File: config.mk
export PLATFORM = sky130hd
export DESIGN_NAME = pprh_top
export DESIGN_NICKNAME = d
export VERILOG_FILES = /design/src/logic/pprh_pkg.sv /design/src/logic/pprh_keeper.sv /design/src/logic/pprh_top.sv
export VERILOG_INCLUDE_DIRS = /design/src /design/src/logic
export SDC_FILE = /design/constraint.sdc
export NUM_CORES = 1
export LEC_CHECK = 0
export BUFFER_PORTS_ARGS = -buffer_cell sky130_fd_sc_hd__buf_2
export CORE_MARGIN = 4
export CORE_UTILIZATION = 49
export CTS_BUF_LIST = sky130_fd_sc_hd__clkbuf_2
export DETAILED_ROUTE_END_ITERATION = 7
export PLACE_DENSITY = 0.85
export SYNTH_ARGS = -nofsm -noshare
export SYNTH_HDL_FRONTEND = slang
export SYNTH_SLANG_ARGS = --single-unit
File: constraint.sdc
create_clock -name clk -period 3.9 [get_ports clk]
set_input_delay 0.195 -clock clk [delete_from_list [all_inputs] [get_ports clk]]
set_output_delay 0.195 -clock clk [all_outputs]
set_load 0.02 [all_outputs]
File: src/logic/pprh_params.svh
// constants for the power, reset and hold control block
// assumes a single 20 MHz clock; included by the block's design files
`ifndef PPRH_PARAMS_SVH
`define PPRH_PARAMS_SVH

`define PPRH_CLK_PERIOD_NS 50
// longest power-up clear time in ns
`define PPRH_POWERUP_CLEAR_TIME_NS 1000
// a longest time rounds down to whole cycles, never under one
`define PPRH_CLEAR_CYC ((`PPRH_POWERUP_CLEAR_TIME_NS / `PPRH_CLK_PERIOD_NS) < 1 ? 1 : \
	(`PPRH_POWERUP_CLEAR_TIME_NS / `PPRH_CLK_PERIOD_NS))
`define PPRH_NUM_CELLS 10
`define PPRH_SIG_BITS 64
`define PPRH_CELL_RESET 1'b0
`define PPRH_SIG_RESET 64'h0000_0000_0000_0000

`endif

File: src/logic/pprh_pkg.sv
// types shared by the power, reset and hold control block
// no assumptions beyond the params header for widths
`include "pprh_params.svh"

package pprh_pkg;

	// clear runs first, then normal operation, with sleep entered by pin
	typedef enum logic [1:0] {
		PPRH_CLEARING,
		PPRH_RUNNING,
		PPRH_SLEEPING
	} pprh_state_t;

	// status seen by the outside
	typedef struct packed {
		logic clearing;
		logic sleeping;
		logic secured;
		logic sleep_enabled;
	} pprh_status_t;

	// answer group for verify and preload requests
	typedef struct packed {
		logic verify_valid;
		logic refused;
	} pprh_answer_t;

endpackage

File: src/logic/pprh_keeper.sv
// weak pin keeper: remembers the last externally driven level of each pin
// assumes pin_driven tells when some driver other than the keeper holds the pin
`timescale 1ns/1ps
`include "pprh_params.svh"

module pprh_keeper #(
	parameter int WIDTH = `PPRH_NUM_CELLS
) (
	input wire logic clk,
	input wire logic rst_n,
	input wire logic [WIDTH-1:0] pin_in,
	input wire logic [WIDTH-1:0] pin_driven,
	output logic [WIDTH-1:0] level,
	output logic [WIDTH-1:0] kept
);

	logic [WIDTH-1:0] kept_reg;
	logic [WIDTH-1:0] kept_next;

	// any real driver overrides the keeper; it never stops, not even in sleep
	always_comb begin
		kept_next = kept_reg;
		for (int i = 0; i < WIDTH; i++) begin
			if (pin_driven[i]) begin
				kept_next[i] = pin_in[i];
			end
		end
	end

	always_ff @(posedge clk) begin
		if (!rst_n) begin
			kept_reg <= '0;
		end else begin
			kept_reg <= kept_next;
		end
	end

	// the array sees the driven level, else the remembered one
	always_comb begin
		for (int i = 0; i < WIDTH; i++) begin
			level[i] = pin_driven[i] ? pin_in[i] : kept_reg[i];
		end
	end

	assign kept = kept_reg;

endmodule // pprh_keeper

File: src/logic/pprh_top.sv
// housekeeping logic of a small registered logic device: power-up clear,
// preload, signature word, security lock, pin keepers and pin sleep mode
// assumes rst_n comes from the power-up detector and all inputs are synchronous to clk
//
// How it works
// - after power-up detect, all cells clear low within the clear time
// - pins show cleared cells through the configured output polarity
// - preload forces each cell to a chosen high or low value
// - the 64-bit signature stays writable and readable even when locked
// - with the lock fuse set, verify and preload are refused
// - undriven pins keep their last driven level; real drivers override
// - sleep pin high with sleep enabled freezes cells, logic and outputs
// - outputs undefined at sleep entry keep that same state
// - pin keepers stay active during sleep
// - with sleep enabled, the shared pin never feeds the array
// - sleep enable is a configuration bit loaded at power-up
// - with sleep disabled, the shared pin is an ordinary array input
`timescale 1ns/1ps
`include "pprh_params.svh"

module pprh_top #(
	parameter int N = `PPRH_NUM_CELLS,
	parameter int SIG_W = `PPRH_SIG_BITS,
	parameter int CLEAR_CYC = `PPRH_CLEAR_CYC
) (
	input wire logic clk,
	input wire logic rst_n,
	input wire logic cfg_sleep_en,
	input wire logic [N-1:0] cfg_out_pol,
	input wire logic lock_fuse,
	input wire logic shared_input_sleep_pin,
	input wire logic cell_clk_pin,
	input wire logic [N-1:0] cell_d,
	input wire logic [N-1:0] cell_oe,
	input wire logic [N-1:0] io_in,
	input wire logic [N-1:0] io_ext_drv,
	input wire logic preload_req,
	input wire logic [N-1:0] preload_data,
	input wire logic verify_req,
	input wire logic sig_wr,
	input wire logic [SIG_W-1:0] sig_wr_data,
	input wire logic sig_rd,
	output logic [N-1:0] cell_q,
	output logic [N-1:0] io_out,
	output logic [N-1:0] io_oe,
	output logic [N-1:0] array_in,
	output logic shared_array_in,
	output logic [N-1:0] keep_level,
	output logic [N-1:0] verify_data,
	output pprh_pkg::pprh_answer_t answer,
	output logic [SIG_W-1:0] sig_rd_data,
	output logic sig_rd_valid,
	output pprh_pkg::pprh_status_t status
);

	localparam int CNT_W = $clog2(CLEAR_CYC + 1);
	localparam logic [CNT_W-1:0] CLR_LAST = CNT_W'(CLEAR_CYC - 1);
	localparam int CLR_MAX = CLEAR_CYC + 1;

	// output pin level from a cell value and its buffer polarity (1 = true)
	function automatic logic [N-1:0] pin_of(input logic [N-1:0] q, input logic [N-1:0] pol);
		pin_of = ~(q ^ pol);
	endfunction

	pprh_pkg::pprh_state_t state_reg, state_next;
	logic [CNT_W-1:0] clr_cnt_reg, clr_cnt_next;
	logic sleep_en_reg, sleep_en_next;
	logic clk_prev_reg, clk_prev_next;
	logic [N-1:0] cell_reg, cell_next;
	logic [N-1:0] pin_reg, pin_next;
	logic [N-1:0] oe_reg, oe_next;
	logic [N-1:0] arr_reg, arr_next;
	logic shared_reg, shared_next;
	logic [N-1:0] vdata_reg, vdata_next;
	pprh_pkg::pprh_answer_t ans_reg, ans_next;
	logic [SIG_W-1:0] sig_reg, sig_next;
	logic [SIG_W-1:0] sig_out_reg, sig_out_next;
	logic sig_vld_reg, sig_vld_next;
	logic [N-1:0] kp_level;
	logic [N-1:0] kp_kept;
	logic sleep_now;
	logic clk_rise;

	// keepers see our own drive as a driver too
	pprh_keeper #(
		.WIDTH(N)
	) u_keeper (
		.clk(clk),
		.rst_n(rst_n),
		.pin_in(io_in),
		.pin_driven(io_ext_drv | oe_reg),
		.level(kp_level),
		.kept(kp_kept)
	);

	// level sensitive; ignored until the clear is over
	assign sleep_now = sleep_en_reg && shared_input_sleep_pin && (state_reg != pprh_pkg::PPRH_CLEARING);
	assign clk_rise = cell_clk_pin && !clk_prev_reg;

	// sequencing: clear after power-up, then run and sleep by pin level
	always_comb begin
		state_next = state_reg;
		clr_cnt_next = clr_cnt_reg;
		sleep_en_next = sleep_en_reg;
		unique case (state_reg)
			pprh_pkg::PPRH_CLEARING: begin
				clr_cnt_next = clr_cnt_reg + CNT_W'(1);
				if (clr_cnt_reg == CLR_LAST) begin
					state_next = pprh_pkg::PPRH_RUNNING;
				end
			end
			pprh_pkg::PPRH_RUNNING: begin
				if (sleep_now) begin
					state_next = pprh_pkg::PPRH_SLEEPING;
				end
			end
			pprh_pkg::PPRH_SLEEPING: begin
				if (!sleep_now) begin
					state_next = pprh_pkg::PPRH_RUNNING;
				end
			end
		endcase
	end

	// the sleep enable fuse is captured while the detector holds reset
	always_ff @(posedge clk) begin
		if (!rst_n) begin
			state_reg <= pprh_pkg::PPRH_CLEARING;
			clr_cnt_reg <= '0;
			sleep_en_reg <= cfg_sleep_en;
		end else begin
			state_reg <= state_next;
			clr_cnt_reg <= clr_cnt_next;
			sleep_en_reg <= sleep_en_next;
		end
	end

	// macrocells and pins; sleep freezes everything, the clock included,
	// so an undefined output simply keeps whatever it held
	always_comb begin
		cell_next = cell_reg;
		pin_next = pin_reg;
		oe_next = oe_reg;
		arr_next = arr_reg;
		shared_next = shared_reg;
		clk_prev_next = clk_prev_reg;
		if (state_reg == pprh_pkg::PPRH_CLEARING) begin
			cell_next = {N{`PPRH_CELL_RESET}};
			clk_prev_next = cell_clk_pin;
		end else if (!sleep_now) begin
			clk_prev_next = cell_clk_pin;
			if (preload_req && !lock_fuse) begin
				cell_next = preload_data;
			end else if (clk_rise) begin
				cell_next = cell_d;
			end
			oe_next = cell_oe;
			arr_next = kp_level;
			// shared pin feeds the array only when sleep is disabled
			shared_next = sleep_en_reg ? 1'b0 : shared_input_sleep_pin;
		end else begin
			// the clock level stays held, so an edge seen in sleep fires at wake if the pin is still high
			clk_prev_next = clk_prev_reg;
		end
		if (!sleep_now) begin
			pin_next = pin_of(cell_next, cfg_out_pol);
		end
	end

	always_ff @(posedge clk) begin
		if (!rst_n) begin
			cell_reg <= {N{`PPRH_CELL_RESET}};
			pin_reg <= pin_of({N{`PPRH_CELL_RESET}}, cfg_out_pol);
			oe_reg <= '0;
			arr_reg <= '0;
			shared_reg <= 1'b0;
			clk_prev_reg <= 1'b1;
		end else begin
			cell_reg <= cell_next;
			pin_reg <= pin_next;
			oe_reg <= oe_next;
			arr_reg <= arr_next;
			shared_reg <= shared_next;
			clk_prev_reg <= clk_prev_next;
		end
	end

	// verify, preload refusal and signature; lock takes effect at once
	always_comb begin
		vdata_next = vdata_reg;
		ans_next = '0;
		sig_next = sig_reg;
		sig_out_next = sig_out_reg;
		sig_vld_next = 1'b0;
		// the wake cycle is live for the cells, so requests are taken there too
		if (state_reg != pprh_pkg::PPRH_CLEARING && !sleep_now) begin
			if (verify_req) begin
				if (lock_fuse) begin
					ans_next.refused = 1'b1;
				end else begin
					ans_next.verify_valid = 1'b1;
					vdata_next = cfg_out_pol;
				end
			end
			if (preload_req && lock_fuse) begin
				ans_next.refused = 1'b1;
			end
			// signature ignores the lock
			if (sig_wr) begin
				sig_next = sig_wr_data;
			end
			if (sig_rd) begin
				sig_out_next = sig_reg;
				sig_vld_next = 1'b1;
			end
		end
	end

	always_ff @(posedge clk) begin
		if (!rst_n) begin
			vdata_reg <= '0;
			ans_reg <= '0;
			sig_reg <= `PPRH_SIG_RESET;
			sig_out_reg <= '0;
			sig_vld_reg <= 1'b0;
		end else begin
			vdata_reg <= vdata_next;
			ans_reg <= ans_next;
			sig_reg <= sig_next;
			sig_out_reg <= sig_out_next;
			sig_vld_reg <= sig_vld_next;
		end
	end

	assign cell_q = cell_reg;
	assign io_out = pin_reg;
	assign io_oe = oe_reg;
	assign array_in = arr_reg;
	assign shared_array_in = shared_reg;
	assign keep_level = kp_kept;
	assign verify_data = vdata_reg;
	assign answer = ans_reg;
	assign sig_rd_data = sig_out_reg;
	assign sig_rd_valid = sig_vld_reg;
	// clearing and sleeping are decoded from the state flop; secured is the refused bit of the answer flop, sleep_enabled comes from its own flop
	assign status.clearing = (state_reg == pprh_pkg::PPRH_CLEARING);
	assign status.sleeping = (state_reg == pprh_pkg::PPRH_SLEEPING);
	assign status.secured = ans_reg.refused;
	assign status.sleep_enabled = sleep_en_reg;
endmodule // pprh_top

After elaboration in Yosys (flattened, before gate mapping)

Cells that the tools add are included.

Flip-flop bits (word level): 201
Bits of input ports: 134
Logic and storage cells: 78

Add/sub/neg operators: 1
Equal/unequal tests: 8
Multiplexer cells: 28
Bitwise logic cells: 7
Reductions and logical operators: 18

Operators with widths:

| operator            | count |
|---|---|
| $mux 10             | 6 |
| $not 10->10         | 2 |
| $mux 1              | 18 |
| $or 10x10->10       | 1 |
| $xor 10x10->10      | 1 |
| $reduce_and 3->1    | 3 |
| $ne 2x2->1 const B  | 4 |
| $reduce_and 2->1    | 4 |
| $logic_and 1x1->1   | 6 |
| $mux 2              | 3 |
| $pmux 2 s3          | 1 |
| $add 5x1->5 const B | 1 |
| $eq 5x5->1 const B  | 1 |
| $logic_not 1->1     | 3 |
| $not 1->1           | 3 |
| $eq 2x1->1 const B  | 1 |
| $eq 2x2->1 const B  | 1 |
| $logic_not 2->1     | 1 |
| $ne 2x1->1 const B  | 1 |
| $reduce_bool 2->1   | 1 |

Longest topological paths before layout

Gate-level depths: netlist of the first run.

Word-level depth: 10
Depth in mapped cells: 7

Hierarchy

Synthesis of the first run repeated with hierarchy kept, for this count alone.

Cell total of the unflattened synthesis: 849
Area total of the unflattened synthesis: 7,340.8 µm²

By module, submodules not included:

| module      | instances | cells an instance | area each (µm²) | seq. area each (µm²) |
|---|---|---|---|---|
| pprh_top    | 1         | 819               | 6,925.4         | 3,933.8 |
| pprh_keeper | 1         | 30                | 415.4           | 200.2 |

Worst setup path before layout of the first run

No wires, ideal clock.

Path kind: register -> register
From: register state_reg[0]
To: register pin_reg[0] (netlist: io_out[0]) (data pin)
Arrival time: 1.330 ns
Data required time: 3.634 ns
Slack: 2.305 ns
Cell stages (with the launch flop): 6
Path buffers: 1
Cell sequence: dfxtp_1 buf_4 o211a_1 nor3b_4 a221oi_1 xnor2_1

Longest elaborated chain between the ends: 8
Elaborated cells on any way between the ends: 9
Those cells by class: mux: 4; bitwise: 2; reduce/logical: 3

RTL lines:

| item                   | RTL line        | source |
|---|---|---|
| start, declared        | pprh_top.sv:65  | `pprh_pkg::pprh_state_t state_reg, state_next;` |
| start signal, assigned | pprh_top.sv:128 | `state_reg <= pprh_pkg::PPRH_CLEARING;` |
| start signal, assigned | pprh_top.sv:132 | `state_reg <= state_next;` |
| $reduce_bool 2->1      | pprh_top.sv:97  | `assign sleep_now = sleep_en_reg && shared_input_sleep_pin && (state_reg != pprh_pkg::PPRH_CLEARING);` |
| $logic_and 1x1->1      | pprh_top.sv:97  |  |
| $mux 10                | pprh_top.sv:150 | `end else if (!sleep_now) begin` |
| $mux 10 (*)            | pprh_top.sv:147 | `if (state_reg == pprh_pkg::PPRH_CLEARING) begin` |
| $xor 10x10->10 (*)     | pprh_top.sv:62  | `pin_of = ~(q ^ pol);` |
| $not 10->10 (*)        | pprh_top.sv:62  |  |
| $mux 10 (*)            | pprh_top.sv:165 | `if (!sleep_now) begin` |
| $mux 10 (*)            | pprh_top.sv:171 | `if (!rst_n) begin` |
| end signal, assigned   | pprh_top.sv:173 | `` pin_reg <= pin_of({N{`PPRH_CELL_RESET}}, cfg_out_pol); `` |
| end signal, assigned   | pprh_top.sv:180 | `pin_reg <= pin_next;` |
| end, declared          | pprh_top.sv:70  | `logic [N-1:0] pin_reg, pin_next;` |

Every way passes the cells marked *; elsewhere a longest branch is shown, timed or not. The select of a mux whose other input is x is not followed.
A chain may end at the register's enable or synchronous reset.

Worst setup path in the final report of the first run

From: register state_reg[0]
To: register sig_reg[34]

Longest elaborated chain between the ends: 5

RTL lines:

| item                                  | RTL line                        | source |
|---|---|---|
| $reduce_bool 2->1 (*)                 | pprh_top.sv:97, pprh_top.sv:196 |  |
| $logic_and 1x1->1                     | pprh_top.sv:97                  |  |
| $logic_not 1->1                       | pprh_top.sv:196                 | `if (state_reg != pprh_pkg::PPRH_CLEARING && !sleep_now) begin` |
| $logic_and 1x1->1 (*)                 | pprh_top.sv:196                 |  |
| $reduce_and 2->1 (no source line) (*) | n/a                             |  |
| end signal, assigned                  | pprh_top.sv:223                 | `` sig_reg <= `PPRH_SIG_RESET; `` |
| end signal, assigned                  | pprh_top.sv:229                 | `sig_reg <= sig_next;` |
| end, declared                         | pprh_top.sv:76                  | `logic [SIG_W-1:0] sig_reg, sig_next;` |

Every way passes the cells marked *; elsewhere a longest branch is shown, timed or not.

==> results.md, run 1 <==
* Clk_skew at 47.9 ps
* Core ar. at 14,500 um2
* Mapped Area at 7220 um2
* Synth Area in XOR/XNOR at 1.82%
* Total CTS buffers at 48
* Die Span Y at 129 um
* Post-synthesis mux area share at 4.16%
* Placed wire-length estimate at 13.1 mm
* Min-delay worst type: in -> reg
* Setup Viol. Count Final at 0
* Postcts setup bufs at 0
* TritonCTS clock tree: built
* RSZ-0062 raised after global routing: no
* Synth-to-layout area growth at 43.3%
* Num Clock Sinks at 201
* Worst setup path category: reg -> reg
* Final Net Count at 1,378
* DRT iter0 DRCs at 467
* CP required at 4590 ps
* Tot GR Track Use at 27.2%
* First-pass GRT wire length at 36.3 mm
* Crit path time final at 2590 ps
* Slew @ Worst Pin at 980 ps
* Die area at 16,700 um2
* Largest family of logic cells by synthesized area: simple AND/OR/NAND/NOR gates
* P_leak at 4.49 nW
* Mean Syn Cell Area at 8.58 um2
* Distinct cells, synth at 34
* Buffers on Ports at 265
* Worst path cell trace: a2bb2oi_2 -> buf_4 -> and2_2 -> buf_4 -> nand2_1 -> a21oi_1
* Crit-path most repeated cell: buf_4
* Worst-Skew Late Latency at 790 ps
* Most frequent cells in the layout: 280 x nand2_1, 265 x buf_2, 190 x dfxtp_1, 139 x a21oi_1, 135 x dlygate4sd3_1
* FILL cells at 1,039
* Commonest non-fill, non-tap cell in the layout: nand2_1
* Row cnt at 44
* Max IR drop VDD at 0.290 mV
* Outcome: finished, final reports clean
* Cell total after placement at 1,242
* Largest net degree at the start of global routing at 81
* Maxcap violations at 0
* Via Count at 7,575
* Worst slew margin at 34.4%
* Synth Area in Simple Gates at 18.7%
* Initial Utilization at 49.9%
* Layout cell share with drive strength beyond 1 at 27.9%
* Peak Freq at 386 MHz
* CP Launch Type: register
* Gp weighted congestion at 0.829
* Yosys warns at 0
* DRT Pass-1 Iters at 5
* Via/cell ratio at 5.19
* DRC at 0
* Die width at 129 um
* Setup TNS at 0 ps
* Final WL at 23.4 mm
* CP endpoint kind: register
* Vias in the first global route at 7,664
* Fin crit share at 66.4%
* CTS Root Cell: clkbuf_2
* CP max FO at 43
* Worst path max stage delay at 770 ps
* Fin. Hold Viols at 0
* Cells after Synth at 841
* Congestion Overflow GR at 0
* Clock buffer depth at 3
* Post-route ant nets at 0
* Setup slack after layout at 1310 ps
* # IOs at 266
* PwrDens at 353 nW/um2
* Wire per inst at 16.1 um
* Synth Area in Compound Gates at 13.6%
* Finished Layout Cells at 1,459
* Slew Viols, Final at 0
* Worst-path clk slew at 100 ps
* Antenna violations before repair at 2
* Setup WS pre-CTS at 1420 ps
* Register area share after synthesis at 57.3%
* WP data arrival at 3280 ps
* CP max-delay cell: and2_2
* Synth Area in Adders at 0.173%
* Htree depth at 2
* Synth Register Bits at 201
* Post-synth net total at 976
area by class of cell:
cell class	instances	area, um2	area share [%]
Sequential cell	201	4130	39.9
Multi-Input combinational cell	570	2790	26.9
Timing Repair Buffer	410	2750	26.6
Clock buffer	69	345	3.34
Tap cell	184	230	2.22
Inverter	12	47.5	0.459
Clock inverter	10	45.0	0.435
Antenna cell	3	7.51	0.0725
synthesized netlist by cell type:
master,instances,area share [%]
a21oi_2,1,0.12
mux2i_1,30,4.2
edfxtp_1,11,4.6
xnor2_1,12,1.5
a21oi_1,139,9.6
buf_1,3,0.16
a2bb2oi_2,1,0.21
nand2_1,282,15
o21a_1,1,0.10
nand4_1,2,0.17
o221a_2,1,0.16
nor3b_1,1,0.10
nor2b_1,1,0.087
dfxtp_1,190,53
and3_1,1,0.087
inv_1,11,0.57
o211a_1,1,0.14
nor3_1,2,0.14
nor4b_1,1,0.12
buf_2,17,1.2
o21ai_0,13,0.90
nor2_1,48,2.5
and2_1,3,0.26
xor2_1,3,0.36
ha_1,1,0.17
nor4_1,1,0.087
buf_4,6,0.62
nor3b_4,1,0.26
nand2b_1,1,0.087
clkbuf_1,32,1.7
nand3_1,2,0.14
a221oi_1,11,1.3
a211oi_1,10,1.0
inv_2,1,0.052
critical path, delay by kind of cell, from the launching register on:
family,cells,cell delay [ps]
simple gates,2,890
compound gates,2,350
flops,1,530
buf+inv,2,730
final timing paths:
path | start | endpoint | slack [ps] | cells after the start
max | state_reg[0] | sig_reg[34] | 1310 | 6
max reg2reg | state_reg[0] | sig_reg[34] | 1310 | 6
min | cfg_sleep_en | sleep_en_next | 150 | 2
min reg2reg | sig_reg[30] | sig_rd_data[30] | 450 | 2
report_power, final:
part | switching, mW | internal (mW)
clock network | 0.807 | 0.466
registers | 0.00971 | 2.09
logic | 0.129 | 0.160
total | 0.945 | 2.71
cell families after synthesis:
kind of cell | after synthesis
xor gates and xnor gates | 15
muxes | 30
and+or+nand+nor | 346
adders and majority gates | 1
DFF | 201
AOI/OAI and AO/OA | 178
buffers and inverters | 70
what timing repair did:
action                                  in CTS  in global routing
hold buffers                               135                  0
endpoints found under the hold margin      130                  0
endpoints found under the setup margin       0                  0
gates resized for setup                      0                  0
through the flow:
step | utilization [%] | power (mW) | hold slack (ps) | cell area [um2]
finish | 71.5 | 3.66 | 145 | 10300
global route | 71.5 | 3.83 | 61.4 | 10300
CTS | 71.4 | 3.68 | 81.4 | 10300
detailed placement | 59.4 | 2.32 | 386 | 8600
global placement | 59.4 | 2.32 | 392 | 8600
floorplan | - | 2.22 | 267 | 7220
layer usage:
layer	global-route usage, %	routed length (um)
met3	7.09	1730
met5	0	0
met4	17.0	1240
met2	47.0	11700
met1	29.7	8730
Power figures use the tool's default switching activity.
==> run 2: changes to the inputs <==
==> constraint.sdc (replaced) <==
create_clock -name clk -period 2.51 [get_ports clk]
set_input_delay 0.1255 -clock clk [delete_from_list [all_inputs] [get_ports clk]]
set_output_delay 0.1255 -clock clk [all_outputs]
set_load 0.02 [all_outputs]
==> run 2 against run 1 <==
Effect of this change:
- highest routed layer unchanged
- via count grew 2.3%
- setup slack lost 1200 ps
- largest cell class unchanged
- cell count grew 1.7%
- first-iteration DRC count grew 9.2%
- sequential power grew 56%
- clock power grew 65%
==> results.md, run 2 (synthesized netlist as in run 1, its figures left out) <==
* WL met1 at 8.63 mm (-1.1%)
* PwrDens at 543 nW/um2 (+54%)
* Synth-to-layout area growth at 48.3%
* Total CTS buffers at 48 (unchanged)
* TritonCTS clock tree: built
* Worst-Skew Late Latency at 780 ps (about the same)
* Final Core Density at 73.9% (+2.5 points)
* CTS Root Cell: clkbuf_2
* CP max-delay cell: dlygate4sd3_1
* Crit path buffers/inverters at 1 (-1)
* Via Count at 7,750 (+2.3%)
* CP max FO at 11 (-74%)
* Slew @ Worst Pin at 861 ps (-119 ps)
* Final Net Count at 1,403 (+1.8%)
* Initial Utilization at 49.9% (unchanged)
* Setup TNS at 0 ps (unchanged)
* Maxcap violations at 0 (unchanged)
* Placed wire-length estimate at 13.0 mm (-0.95%)
* Met3 Wirelength at 1.75 mm (+0.69%)
* Fin crit share at 95.0% (+29 points)
* R2R Setup Slk at 130 ps (-1180 ps)
* Worst path cell trace: o211a_1 -> a21oi_2 -> a221oi_1 -> dlygate4sd3_1 -> xnor2_1
* Row cnt at 44 (unchanged)
* Congestion Overflow GR at 0 (unchanged)
* WP data arrival at 2870 ps (-410 ps)
* Gp weighted congestion at 0.793 (-4.3%)
* RSZ-0062 raised after global routing: no
* Via/cell ratio at 5.22 (+0.59%)
* CP required at 3000 ps (-1590 ps)
* Fin. Hold Viols at 0 (unchanged)
* Crit path time final at 2380 ps (-206 ps)
* Uppermost routed layer: met4
* Tot GR Track Use at 27.3% (+0.14 points)
* CP endpoint kind: register
* Min-delay worst type: in -> reg
* Worst setup path category: reg -> reg
* Worst-path clk slew at 120 ps (+20 ps)
* Clk_skew at 72.8 ps (+24.9 ps)
* CP Launch Type: register
* Setup Viol. Count Final at 0 (unchanged)
* FILL cells at 994 (-4.3%)
* DRC at 0 (unchanged)
* Commonest non-fill, non-tap cell in the layout: nand2_1
* First-pass GRT wire length at 37.0 mm (+1.9%)
* P_leak at 4.59 nW (+2.2%)
* DRT iter0 DRCs at 510 (+9.2%)
* Die width at 129 um (unchanged)
* Layout cell share with drive strength beyond 1 at 27.8% (-0.13 points)
* Post-route ant nets at 0 (unchanged)
* Worst slew margin at 42.2% (+7.8 points)
* Delay-heaviest family, CP: compound AO/OA/AOI/OAI gates
* Peak Freq at 419 MHz (+8.6%)
* DR WL met2 at 11.8 mm (+0.77%)
* Most frequent cells in the layout: 280 x nand2_1, 265 x buf_2, 190 x dfxtp_1, 158 x dlygate4sd3_1, 139 x a21oi_1
* Num Clock Sinks at 201 (unchanged)
* Die Span Y at 129 um (unchanged)
* Largest net degree at the start of global routing at 68 (-16%)
* Vias in the first global route at 7,944 (+3.7%)
* Slew Viols, Final at 0 (unchanged)
* Hold WS at 110 ps (-35.3 ps)
* Final WL at 23.7 mm (+1.0%)
* Antenna violations before repair at 3 (+1)
* # IOs at 266 (unchanged)
* Die area at 16,700 um2 (unchanged)
* DRT Pass-1 Iters at 5 (unchanged)
* Clock buffer depth at 3 (unchanged)
* Wire per inst at 15.9 um (-0.66%)
* Buffers on Ports at 265 (unchanged)
* Core ar. at 14,500 um2 (unchanged)
* Max IR drop VDD at 0.350 mV (+21%)
* Worst path max stage delay at 640 ps (-130 ps)
* Htree depth at 2 (unchanged)
* Outcome: finished, final reports clean
[run 2: cell types whose count changed in the layout (fill, tap and decap cells not counted), moves of 2 or more]
cell / before / now
clkbuf_2: 69 / 71
buf_4: 10 / 5
dlygate4sd3_1: 135 / 158
clkinv_1: 8 / 4
buf_12: 0 / 7
[run 2: area by class of cell]
| cell class | instances | area (um2) | share of cell area (%) |
|---|---|---|---|
| diodes | 4 | 10.0 | 0.0935 |
| clock inverters | 7 | 56.3 | 0.526 |
| clock buffers | 71 | 355 | 3.32 |
| well taps | 184 | 230 | 2.15 |
| inverters | 12 | 47.5 | 0.444 |
| repair buffers | 435 | 3090 | 28.8 |
| multi-input cells | 570 | 2790 | 26.0 |
| flip-flops and latches | 201 | 4130 | 38.6 |
[run 2: worst reg2reg max path, delay by kind of cell (launching register included)]
family	cells	cell delay, ps
AO/OA/AOI/OAI	3	890
buffers and inverters	1	640
flip-flops	1	440
XOR/XNOR	1	160
[run 2: routing by layer]
| layer | global-route usage [%] | vias up |
|---|---|---|
| li1 | - | 3640 |
| met1 | 29.3 | 3579 |
| met2 | 47.0 | 395 |
| met3 | 7.01 | 136 |
| met4 | 19.1 | 0 |
| met5 | 0 | - |
[run 2: where the power goes]
part           switching, mW  total [mW]  leakage [nW]  internal [mW]
Sequential            0.0151        3.25          1.65           3.24
Clock                   1.25        2.09         0.320          0.840
Combinational          0.204       0.465          2.62          0.261
[run 2: through the flow]
stage | setup slack, ps | area [um2] | std cells | power [mW]
after global routing | 7.12 | 10700 | 1483 | 6.08
after detailed placement | 548 | 8680 | 1243 | 3.61
after floorplan | 915 | 7220 | 841 | 3.45
after global placement | 532 | 8680 | 1243 | 3.61
final | 125 | 10700 | 1484 | 5.81
after CTS | 54.4 | 10700 | 1479 | 5.83
[run 2: repair_timing]
| action | 4_1_cts | 5_1_grt |
|---|---|---|
| endpoints found under the setup margin | 0 | 8 |
| endpoints found under the hold margin | 148 | 0 |
| buffers inserted | 0 | 1 |
| hold buffers | 158 | 0 |
| gates resized for setup | 0 | 1 |
[run 2: worst paths after layout]
path,startpoint,depth (start not counted),endpoint
worst max register to register,state_reg[1],5,io_out[1]
worst max-delay path,state_reg[1],5,io_out[1]
worst min-delay path,cfg_sleep_en,2,sleep_en_next
worst min register to register,sig_reg[59],2,sig_rd_data[59]
